`config.mk`:
```
export PLATFORM = sky130hd
export DESIGN_NAME = qwis_dev_flat
export DESIGN_NICKNAME = d
export VERILOG_FILES = /design/src/qwis_pkg.sv /design/src/qwis_if.sv /design/src/qwis_dev.sv /design/src/flat_wrapper.sv
export VERILOG_INCLUDE_DIRS = /design/src
export SDC_FILE = /design/constraint.sdc
export NUM_CORES = 1
export LEC_CHECK = 0
export BUFFER_PORTS_ARGS = -buffer_cell sky130_fd_sc_hd__buf_4
export CORE_ASPECT_RATIO = 2
export CORE_MARGIN = 2
export CORE_UTILIZATION = 55
export CTS_CLUSTER_DIAMETER = 150
export CTS_CLUSTER_SIZE = 8
export DETAILED_ROUTE_END_ITERATION = 10
export PLACE_DENSITY = 0.86
export REMOVE_ABC_BUFFERS = 1
export SYNTH_ARGS = -nofsm -noshare
export SYNTH_HDL_FRONTEND = slang
export SYNTH_SLANG_ARGS = --single-unit
```
`constraint.sdc`:
```
create_clock -name mclk -period 6.5 [get_ports mclk]
set_input_delay 1.3 -clock mclk [delete_from_list [all_inputs] [get_ports mclk]]
set_output_delay 1.3 -clock mclk [all_outputs]
set_load 0.005 [all_outputs]
```
`src/qwis_map.svh`:
```
// Operation
// - set tx-stopped flag bit 9, hold it
// - set rx-stopped flag bit 8, hold it
// - stopped flags clear only on write one
// - set tx-space flag bit 6 on event
// - wake frame bit 5, cleared by code 1000
// - remote wake bit 4, cleared by code 0100
// - linkup wake bit 3, cleared by code 0010
// - energy bit 2 gated by enable, code 0001
// - interrupt when any flag and enable set
// - reading status never clears any flag
`ifndef QWIS_MAP_SVH
`define QWIS_MAP_SVH

`define QWIS_ADDR_W        12
`define QWIS_DATA_W        16
`define QWIS_ENABLE_OFS    12'h190
`define QWIS_STATUS_OFS    12'h192
`define QWIS_PMC_OFS       12'h084
`define QWIS_RST_VAL       16'h0000
`define QWIS_ENABLE_WMASK  16'hFFFC
`define QWIS_TXPS_BIT      9
`define QWIS_RXPS_BIT      8
`define QWIS_TXSA_BIT      6
`define QWIS_WF_BIT        5
`define QWIS_RWP_BIT       4
`define QWIS_LU_BIT        3
`define QWIS_ED_BIT        2
`define QWIS_WAKE_MSB      5
`define QWIS_WAKE_LSB      2
`define QWIS_CLR_WF        4'h8
`define QWIS_CLR_RWP       4'h4
`define QWIS_CLR_LU        4'h2
`define QWIS_CLR_ED        4'h1
`define QWIS_ACK_LAT       1

`endif

```
`src/qwis_pkg.sv`:
```
`include "qwis_map.svh"
package qwis_pkg;
    typedef logic [`QWIS_ADDR_W-1:0] qwis_addr_t;
    typedef logic [`QWIS_DATA_W-1:0] qwis_data_t;

    // device end state
    typedef struct packed {
        qwis_data_t interrupt_enable;
        qwis_data_t pmc;
        qwis_data_t interrupt_status;
        logic [6:0] evt_prev;
        qwis_data_t rdata;
        logic       ack;
        logic       irq_n;
    } qwis_dev_s;

    typedef enum logic [1:0] {
        QWIS_IDLE = 2'b01,
        QWIS_BUSY = 2'b10
    } qwis_host_e;

    // host end state
    typedef struct packed {
        qwis_host_e st;
        qwis_addr_t addr;
        qwis_data_t wdata;
        logic [1:0] be;
        logic       wr;
        logic       rd;
        logic       ready;
        logic       rsp_valid;
        qwis_data_t rsp_data;
        logic       irq;
    } qwis_host_s;
endpackage

```
`src/qwis_if.sv`:
```
`timescale 1ns/1ps
interface qwis_if;
    import qwis_pkg::*;
    qwis_addr_t reg_addr;
    logic       reg_wr;
    logic       reg_rd;
    logic [1:0] reg_be;
    qwis_data_t reg_wdata;
    qwis_data_t reg_rdata;
    logic       reg_ack;
    logic       irq_n;

    modport dev (
        input  reg_addr,
        input  reg_wr,
        input  reg_rd,
        input  reg_be,
        input  reg_wdata,
        output reg_rdata,
        output reg_ack,
        output irq_n
    );
    modport host (
        output reg_addr,
        output reg_wr,
        output reg_rd,
        output reg_be,
        output reg_wdata,
        input  reg_rdata,
        input  reg_ack,
        input  irq_n
    );
endinterface

```
`src/qwis_dev.sv`:
```
`timescale 1ns/1ps
`include "qwis_map.svh"
module qwis_dev #(
    parameter int ADDR_W = `QWIS_ADDR_W
) (
    input  wire logic mclk,
    input  wire logic sys_rst,
    input  wire logic clk_en,
    qwis_if.dev       bus,
    input  wire logic tx_stop,
    input  wire logic rx_stop,
    input  wire logic tx_space,
    input  wire logic wake_frame,
    input  wire logic remote_wake,
    input  wire logic linkup_wake,
    input  wire logic energy_wake
);
    import qwis_pkg::*;

    ////////////////////////////////////////////////////////////////////
    // elaboration check

    // decode needs the full offset width of the status register
    if (ADDR_W != `QWIS_ADDR_W) begin : g_bad_addr
        $error("qwis_dev: ADDR_W must match the bus address width");
    end

    // every flag position must sit inside the status word
    if (`QWIS_TXPS_BIT >= `QWIS_DATA_W || `QWIS_RXPS_BIT >= `QWIS_DATA_W ||
        `QWIS_TXSA_BIT >= `QWIS_DATA_W || `QWIS_WF_BIT >= `QWIS_DATA_W ||
        `QWIS_RWP_BIT >= `QWIS_DATA_W || `QWIS_LU_BIT >= `QWIS_DATA_W ||
        `QWIS_ED_BIT >= `QWIS_DATA_W) begin : g_bad_flag_pos
        $error("qwis_dev: flag position outside the status word");
    end

    // the wake decode compares a four-bit field with four-bit codes
    if (`QWIS_WAKE_MSB - `QWIS_WAKE_LSB != 3) begin : g_bad_wake_field
        $error("qwis_dev: wake field must be four bits wide");
    end

    // two flags sharing one clear code: the case takes the first match, so the later flag would never clear
    if (`QWIS_CLR_WF == `QWIS_CLR_RWP || `QWIS_CLR_WF == `QWIS_CLR_LU ||
        `QWIS_CLR_WF == `QWIS_CLR_ED || `QWIS_CLR_RWP == `QWIS_CLR_LU ||
        `QWIS_CLR_RWP == `QWIS_CLR_ED || `QWIS_CLR_LU == `QWIS_CLR_ED) begin : g_bad_wake_codes
        $error("qwis_dev: wake clear codes must all differ");
    end

    ////////////////////////////////////////////////////////////////////
    // state

    qwis_dev_s s;
    qwis_dev_s next_s;

    logic [6:0] evt_now;
    logic [6:0] evt_rise;
    qwis_data_t lane_mask;
    qwis_data_t wr_data;
    logic       hit_enable;
    logic       hit_status;
    logic       hit_pmc;
    logic       wr_status;
    logic       wr_pmc;
    logic [3:0] wake_code;
    qwis_data_t set_vec;
    qwis_data_t clr_vec;

    ////////////////////////////////////////////////////////////////////
    // implemented status bits

    // reserved positions are forced to zero whatever the terms say,
    // so a later edit of a set or clear term cannot expose them
    localparam qwis_data_t STATUS_IMPL_MASK = (16'h0001 << `QWIS_TXPS_BIT) | (16'h0001 << `QWIS_RXPS_BIT) |
                                              (16'h0001 << `QWIS_TXSA_BIT) | (16'h0001 << `QWIS_WF_BIT) |
                                              (16'h0001 << `QWIS_RWP_BIT) | (16'h0001 << `QWIS_LU_BIT) |
                                              (16'h0001 << `QWIS_ED_BIT);

    ////////////////////////////////////////////////////////////////////
    // event sampling

    // events come from logic on mclk, so no synchroniser
    assign evt_now = {tx_stop, rx_stop, tx_space, wake_frame,
                      remote_wake, linkup_wake, energy_wake};

    // edge-triggered: a held level sets its flag only once, so a level
    // still high after the host clears the flag does not set it again
    assign evt_rise = evt_now & ~s.evt_prev;

    ////////////////////////////////////////////////////////////////////
    // address decode and byte lanes

    assign hit_enable = (bus.reg_addr == `QWIS_ENABLE_OFS);
    assign hit_status = (bus.reg_addr == `QWIS_STATUS_OFS);
    assign hit_pmc    = (bus.reg_addr == `QWIS_PMC_OFS);

    // 8-bit hosts write one lane at a time
    assign lane_mask = {{8{bus.reg_be[1]}}, {8{bus.reg_be[0]}}};
    assign wr_data   = bus.reg_wdata & lane_mask;

    assign wr_status = bus.reg_wr & hit_status;
    assign wr_pmc    = bus.reg_wr & hit_pmc & bus.reg_be[0];

    // wake field lives in the low byte only, so a write of the high
    // byte alone never carries a wake command
    assign wake_code = bus.reg_wdata[`QWIS_WAKE_MSB:`QWIS_WAKE_LSB];

    ////////////////////////////////////////////////////////////////////
    // flag set terms

    always_comb begin
        set_vec = `QWIS_RST_VAL;
        set_vec[`QWIS_TXPS_BIT] = evt_rise[6];
        set_vec[`QWIS_RXPS_BIT] = evt_rise[5];
        set_vec[`QWIS_TXSA_BIT] = evt_rise[4];
        set_vec[`QWIS_WF_BIT]   = evt_rise[3];
        set_vec[`QWIS_RWP_BIT]  = evt_rise[2];
        set_vec[`QWIS_LU_BIT]   = evt_rise[1];
        // energy wake is reported only while its enable is on
        set_vec[`QWIS_ED_BIT]   = evt_rise[0] & s.interrupt_enable[`QWIS_ED_BIT];
    end

    ////////////////////////////////////////////////////////////////////
    // flag clear terms

    // only the listed bits ever get a clear term; reserved and
    // wake bits are untouched by a status write
    always_comb begin
        clr_vec = `QWIS_RST_VAL;
        if (wr_status) begin
            // write one clears, zero leaves the flag alone
            clr_vec[`QWIS_TXPS_BIT] = wr_data[`QWIS_TXPS_BIT];
            clr_vec[`QWIS_RXPS_BIT] = wr_data[`QWIS_RXPS_BIT];
            clr_vec[`QWIS_TXSA_BIT] = wr_data[`QWIS_TXSA_BIT];
        end
        if (wr_pmc) begin
            // one exact code per wake flag; other codes clear nothing
            case (wake_code)
                `QWIS_CLR_WF:  clr_vec[`QWIS_WF_BIT]  = 1'b1;
                `QWIS_CLR_RWP: clr_vec[`QWIS_RWP_BIT] = 1'b1;
                `QWIS_CLR_LU:  clr_vec[`QWIS_LU_BIT]  = 1'b1;
                `QWIS_CLR_ED:  clr_vec[`QWIS_ED_BIT]  = 1'b1;
                default:       ;
            endcase
        end
    end

    ////////////////////////////////////////////////////////////////////
    // next state

    always_comb begin
        next_s          = s;
        next_s.evt_prev = evt_now;
        next_s.ack      = bus.reg_wr | bus.reg_rd;

        // set wins over a clear landing in the same cycle
        next_s.interrupt_status = ((s.interrupt_status & ~clr_vec) | set_vec) & STATUS_IMPL_MASK;

        // enable register, low two bits stay zero
        if (bus.reg_wr && hit_enable) begin
            next_s.interrupt_enable = ((s.interrupt_enable & ~lane_mask) | wr_data) & `QWIS_ENABLE_WMASK;
        end

        // control register keeps its bits, but the wake field is a
        // command and reads back as zero
        if (bus.reg_wr && hit_pmc) begin
            next_s.pmc = (s.pmc & ~lane_mask) | wr_data;
            next_s.pmc[`QWIS_WAKE_MSB:`QWIS_WAKE_LSB] = 4'h0;
        end

        // read data; unmapped offsets answer zero
        // a read has no side effect on any flag
        next_s.rdata = `QWIS_RST_VAL;
        if (bus.reg_rd) begin
            if (hit_enable) begin
                next_s.rdata = s.interrupt_enable;
            end else if (hit_status) begin
                next_s.rdata = s.interrupt_status;
            end else if (hit_pmc) begin
                next_s.rdata = s.pmc;
            end else begin
                next_s.rdata = `QWIS_RST_VAL;
            end
        end

        // pin is registered from the next flags, so it changes on the same edge as they do
        next_s.irq_n = ~|(next_s.interrupt_status & next_s.interrupt_enable);
    end

    ////////////////////////////////////////////////////////////////////
    // state register

    // everything clears to zero, reserved bits included, except irq_n, which resets high
    always_ff @(posedge mclk) begin
        if (sys_rst) begin
            s          <= '0;
            s.irq_n    <= 1'b1;
        end else if (clk_en) begin
            // a frozen cycle also freezes the edge memory, so an event
            // that comes and goes while frozen is never seen
            s <= next_s;
        end
    end

    ////////////////////////////////////////////////////////////////////
    // outputs straight from the state flops

    assign bus.reg_rdata = s.rdata;
    assign bus.reg_ack   = s.ack;
    assign bus.irq_n     = s.irq_n;

endmodule

```
`src/flat_wrapper.sv`:
```
// flat-port wrapper written by rule: the top's interface ports become plain ports
module qwis_dev_flat import qwis_pkg::*;
#(
    parameter int ADDR_W = `QWIS_ADDR_W
)
  (mclk, sys_rst, clk_en, tx_stop, rx_stop, tx_space, wake_frame, remote_wake, linkup_wake, energy_wake, bus_reg_addr, bus_reg_wr, bus_reg_rd, bus_reg_be, bus_reg_wdata, bus_reg_rdata, bus_reg_ack, bus_irq_n);
  qwis_if bus_i ();
  input  wire logic mclk;
  input  wire logic sys_rst;
  input  wire logic clk_en;
  input  wire logic tx_stop;
  input  wire logic rx_stop;
  input  wire logic tx_space;
  input  wire logic wake_frame;
  input  wire logic remote_wake;
  input  wire logic linkup_wake;
  input  wire logic energy_wake;
  input wire logic [$bits(bus_i.reg_addr)-1:0] bus_reg_addr;
  input wire logic [$bits(bus_i.reg_wr)-1:0] bus_reg_wr;
  input wire logic [$bits(bus_i.reg_rd)-1:0] bus_reg_rd;
  input wire logic [$bits(bus_i.reg_be)-1:0] bus_reg_be;
  input wire logic [$bits(bus_i.reg_wdata)-1:0] bus_reg_wdata;
  output wire logic [$bits(bus_i.reg_rdata)-1:0] bus_reg_rdata;
  output wire logic [$bits(bus_i.reg_ack)-1:0] bus_reg_ack;
  output wire logic [$bits(bus_i.irq_n)-1:0] bus_irq_n;
  assign bus_i.reg_addr = bus_reg_addr;
  assign bus_i.reg_wr = bus_reg_wr;
  assign bus_i.reg_rd = bus_reg_rd;
  assign bus_i.reg_be = bus_reg_be;
  assign bus_i.reg_wdata = bus_reg_wdata;
  assign bus_reg_rdata = bus_i.reg_rdata;
  assign bus_reg_ack = bus_i.reg_ack;
  assign bus_irq_n = bus_i.irq_n;
  qwis_dev #(.ADDR_W(ADDR_W)) u_core (.mclk(mclk), .sys_rst(sys_rst), .clk_en(clk_en), .bus(bus_i), .tx_stop(tx_stop), .rx_stop(rx_stop), .tx_space(tx_space), .wake_frame(wake_frame), .remote_wake(remote_wake), .linkup_wake(linkup_wake), .energy_wake(energy_wake));
endmodule
```
Word-level counts from Yosys, hierarchy flattened
Cells that the tools add are included.
- logic and storage cells: 48
- flip-flop bits (word level): 60
- input port bits: 42
- output and inout bits: 18
- reductions and logical operators: 5
- bitwise logic cells: 17
- muxes and demuxes: 12
- eq/ne operators: 7
- operators by type and width (cell ; count):
    16-bit 2-to-1 mux ; 5
    16-bit bitwise AND ; 3
    16-bit OR ; 2
    12-bit by 9-bit == test with 1-bit output (second input constant) ; 2
    10-bit by 16-bit bitwise AND with 16-bit output ; 1
    16-bit inverter ; 1
    16-bit OR reduction ; 1
    12-bit by 8-bit == test with 1-bit output (second input constant) ; 1
    10-bit bitwise AND ; 1
    10-bit inverter ; 1
    10-bit OR ; 1
    7-bit bitwise AND ; 1
    7-bit inverter ; 1
    1-bit 2-to-1 mux ; 5
    1-bit bitwise AND ; 4
    4-bit by 1-bit == test with 1-bit output (second input constant) ; 1
    4-bit by 2-bit == test with 1-bit output (second input constant) ; 1
    4-bit by 3-bit == test with 1-bit output (second input constant) ; 1
    4-bit == test (second input constant) ; 1
    4-bit 2-to-1 mux ; 1
    1-bit logical AND ; 2
    2-bit 2-to-1 mux ; 1
    2-bit AND reduction ; 1
    1-bit logical NOT ; 1
    1-bit OR ; 1

Longest topological paths before layout
- depth in word-level cells: 10
- mapped depth: 7
- depth with buffers taken out: 6

Worst setup path after synthesis
Ideal clock, no wire load.
- kind: input port to flip-flop
- start point: in bus_reg_addr[11]
- end point: reg, netlist name u_core.bus.irq_n
- arrival: 2987 ps
- slack: 3391 ps
- required time: 6378 ps
- stages on the path: 7
- library setup time: 122 ps
- path buffers: 1
- path through: nor4b_2 -> and4_1 -> clkbuf_1 -> nand3_1 -> mux2i_1 -> o221a_1 -> a311o_1
- longest elaborated chain between the ends: 10
- elaborated cells between the ends (all ways): 17
- those cells by class: eq/ne: 3; mux: 4; bitwise: 7; reduce/logical: 3
- ends and longest elaborated chain (item ; RTL line ; RTL):
    start, declared ; flat_wrapper.sv:18 ; input wire logic [$bits(bus_i.reg_addr)-1:0] bus_reg_addr;
    12-bit by 8-bit == test with 1-bit output (no source line) ; n/a ;
    1-bit bitwise AND (2 in series) ; qwis_dev.sv:100 ; assign wr_pmc = bus.reg_wr & hit_pmc & bus.reg_be[0];
    4-bit 2-to-1 mux ; qwis_dev.sv:134 ; if (wr_pmc) begin
    10-bit inverter ; qwis_dev.sv:155 ; next_s.interrupt_status = ((s.interrupt_status & ~clr_vec) | set_vec) & STATUS_IMPL_MASK;
    10-bit bitwise AND ; qwis_dev.sv:155 ;
    10-bit OR ; qwis_dev.sv:155 ;
    10-bit by 16-bit bitwise AND with 16-bit output * ; qwis_dev.sv:185 ; next_s.irq_n = ~|(next_s.interrupt_status & next_s.interrupt_enable);
    16-bit OR reduction * ; qwis_dev.sv:185 ;
    1-bit logical NOT * ; qwis_dev.sv:185 ;
Every way passes the cells marked *; elsewhere a longest branch is shown, timed or not.
A chain may end at the register's enable or synchronous reset.

Worst setup path after layout
- start point: in bus_reg_addr[11]
- end point: reg, netlist name u_core.bus.irq_n
- longest elaborated chain between the ends: 10
- elaborated cells between the ends (all ways): 17
- those cells by class: eq/ne: 3; mux: 4; bitwise: 7; reduce/logical: 3
- ends and longest elaborated chain (item ; RTL line):
    12-bit by 8-bit == test with 1-bit output (no source line) ; n/a
    1-bit bitwise AND (2 in series) ; qwis_dev.sv:100
    4-bit 2-to-1 mux ; qwis_dev.sv:134
    10-bit inverter ; qwis_dev.sv:155
    10-bit bitwise AND ; qwis_dev.sv:155
    10-bit OR ; qwis_dev.sv:155
    10-bit by 16-bit bitwise AND with 16-bit output * ; qwis_dev.sv:185
    16-bit OR reduction * ; qwis_dev.sv:185
    1-bit logical NOT * ; qwis_dev.sv:185
Marked as above.

==> results.py <==
metrics = {
    "worst_setup_path": {
        "cp_max_fo": 8,
        "cp.required_ns": 6.72,
        "crit_path_start_kind": "input pin",
        "cpPeakStageDelay_ns": 0.59,
        "crit_arrival_ns": 3.42,
        "cp-end-kind": "flop",
        "crit_type": "in -> reg",
        "crit_slowest_cell": "nor4b_2",
        "path_cells": "buf_4 -> nor4b_2 -> and4_1 -> nand3_1 -> mux2i_1 -> o221a_1 -> a311o_1",
    },
    "cts": {
        "hold_buffers": 0,
        "clock_sinks": 58,
        "clk-insertion-delay-late_ns": 0.33,
        "post_cts_buffers": 0,
        "cts_buffer_depth": 2,
        "h-tree-depth": 3,
        "clk_pin_slew_ns": 0.06,
        "cts_buffers": 9,
        "cts_tree": "yes",
        "cts-resized-gates": 0,
        "cts_root_buf": "clkbuf_8",
    },
    "yosys": {
        "synthesis.area_um2": 2872,
        "synth_edf_count": 0,
        "synth-seq-area-share_pct": 40.44,
        "avgSynthCellArea_um2": 8.702,
        "synthArstFlopShare_pct": 0,
        "yosys_warnings": 0,
        "synthSimpleGateAreaFrac_pct": 25.58,
        "synthCells": 330,
        "synth_top_family_by_area": "simple AND/OR/NAND/NOR gates",
        "synth_flop_cell": "dfxtp_1",
        "synth.area.mux_share_pct": 13.81,
        "ys_types": 46,
        "postSynthRegisterBits": 58,
        "synth_compound_area_share_pct": 13.51,
        "synth-xor-area-share_pct": 0,
        "synth_adder_area_share_pct": 0,
    },
    "floorplanning": {
        "fp.dieArea_um2": 5850,
        "start_util_pct": 56.39,
        "rows": 37,
        "die_y_um": 106.2,
        "ios": 60,
        "die_w_um": 55.09,
        "core_um2": 5092,
    },
    "power": {
        "total_power_uw": 752.6,
        "ir_worst_vdd_uv": 181.4,
        "pwr_density_cell_nw_per_um2": 222.4,
        "leakagePower_nw": 1.251,
    },
    "final_layout": {
        "finalInstanceArea_um2": 3385,
        "syn2layout_area_growth_pct": 17.87,
        "drive_above_1_share_pct": 22.16,
        "instances_no_fill": 428,
        "nets": 408,
        "n_antenna_cell": 0,
        "utilization_pct": 66.46,
    },
    "global_route": {
        "overflow": 0,
        "grt_max_degree": 59,
        "grt_pass1_vias": 2497,
        "grtUsageTotal_pct": 26.95,
        "grt_pass1_wl_mm": 11.24,
        "antenna_found_initial": 0,
    },
    "route": {
        "vias_per_cell": 5.843,
        "avgRoutedWirePerCell_um": 16.40,
        "ant_nets": 0,
        "drc": 0,
        "drt-total-wl_mm": 7.019,
        "drtIter0Drc": 68,
        "dr.pass1.iters": 4,
        "vias": 2501,
    },
    "sta": {
        "slew_headroom_pct": 41.83,
        "skew_ns": 0.006817,
        "hold_viol": 0,
        "holdWs_ns": 0.4528,
        "max_freq_mhz": 312.4,
        "worstMarginPinSlew_ns": 0.8694,
        "grt_setup_unrepaired": "no",
        "setup_viol": 0,
        "period_needed_ns": 3.201,
        "finalMaxSlewViolations": 0,
        "tns_ns": 0,
        "fin_ws_ns": 3.299,
        "finalCritPeriodShare_pct": 49.24,
    },
    "worst_hold_path": {
        "hold_path_class": "reg -> reg",
    },
    "placed_design": {
        "post-place-ws_ns": 3.012,
        "place_area_um2": 3199,
        "place_congestion": 0.8094,
        "hpwl_mm": 4.947,
        "port_buffers": 59,
        "dp_cells": 413,
    },
    "run_status": {
        "status": "finished clean",
    },
    "run": {
        "max_cap_violations": 0,
    },
}
## cell families (layout without fill, tap and decap cells)
kind of cell,after synthesis,count (layout)
and+or+nand+nor,140,140
AOI/OAI and AO/OA,58,58
DFF,58,58
muxes,39,39
buffers and inverters,35,75
## critical path: cells and delay by family
kind | cells | cell delay, ns
AND/OR/NAND/NOR | 3 | 1.30
buffers and inverters | 1 | 0.12
AO/OA/AOI/OAI | 2 | 0.54
multiplexers | 1 | 0.16
## worst paths after layout
| path | from | end | slack (ns) | cells after the start |
|---|---|---|---|---|
| setup reg to reg | u_core.s[59] | u_core.bus.irq_n | 5.06 | 6 |
| setup / recovery | bus_reg_addr[11] | u_core.bus.irq_n | 3.30 | 7 |
| hold reg to reg | flop | flop | 0.45 | 2 |
| hold / removal | flop | flop | 0.45 | 2 |
## power breakdown
group          internal [mW]  leakage (nW)  switching, mW
registers              0.362         0.471        0.00432
clock network          0.184        0.0962          0.131
logic                 0.0332         0.684         0.0376
## cells in the mapped netlist (2+ instances only)
cell type	number	share of area, %
a211oi_1	6	1.6
a21oi_1	26	4.5
a22o_1	7	2.1
buf_1	3	0.39
buf_4	16	4.2
clkbuf_1	15	2.0
dfxtp_1	58	40
mux2_2	4	1.6
mux2i_1	34	12
nand2_1	21	2.7
nand2b_1	22	4.8
nand3_1	17	3.0
nand4_1	12	2.6
nor2_1	45	5.9
nor2b_1	7	1.5
o21ai_0	2	0.35
o21ai_1	3	0.52
o22ai_2	2	0.87
o2bb2ai_1	3	0.92
## cell usage in the layout, fill, tap and decap left out, types with 2 or more instances in the layout
cell type	instances
a211oi_1	6
a21oi_1	26
a22o_1	7
buf_4	59
clkbuf_1	2
clkbuf_8	10
clkinv_2	2
dfxtp_1	58
mux2_2	4
mux2i_1	34
nand2_1	21
nand2b_1	22
nand3_1	17
nand4_1	12
nor2_1	45
nor2b_1	7
o21ai_0	2
o21ai_1	3
o22ai_2	2
o2bb2ai_1	3
## per-layer routing
layer | track usage (%) | share of wire, % | up-vias
met1 | 27.65 | 36 | 1170
met5 | 0 | 0 | -
li1 | - | - | 1215
met3 | 8.006 | 5.3 | 29
met2 | 44.39 | 53 | 87
met4 | 17.60 | 5.6 | 0
## final cells by class
class | count | area, um2
fillers | 453 | 1708
multi-input cells | 237 | 1519
flip-flops and latches | 58 | 1161
repair buffers | 59 | 442.9
clock buffers | 12 | 145.1
well taps | 58 | 72.57
clock inverters | 3 | 40.04
inverters | 1 | 3.754
No activity file was read; power rests on OpenSTA's default activity.
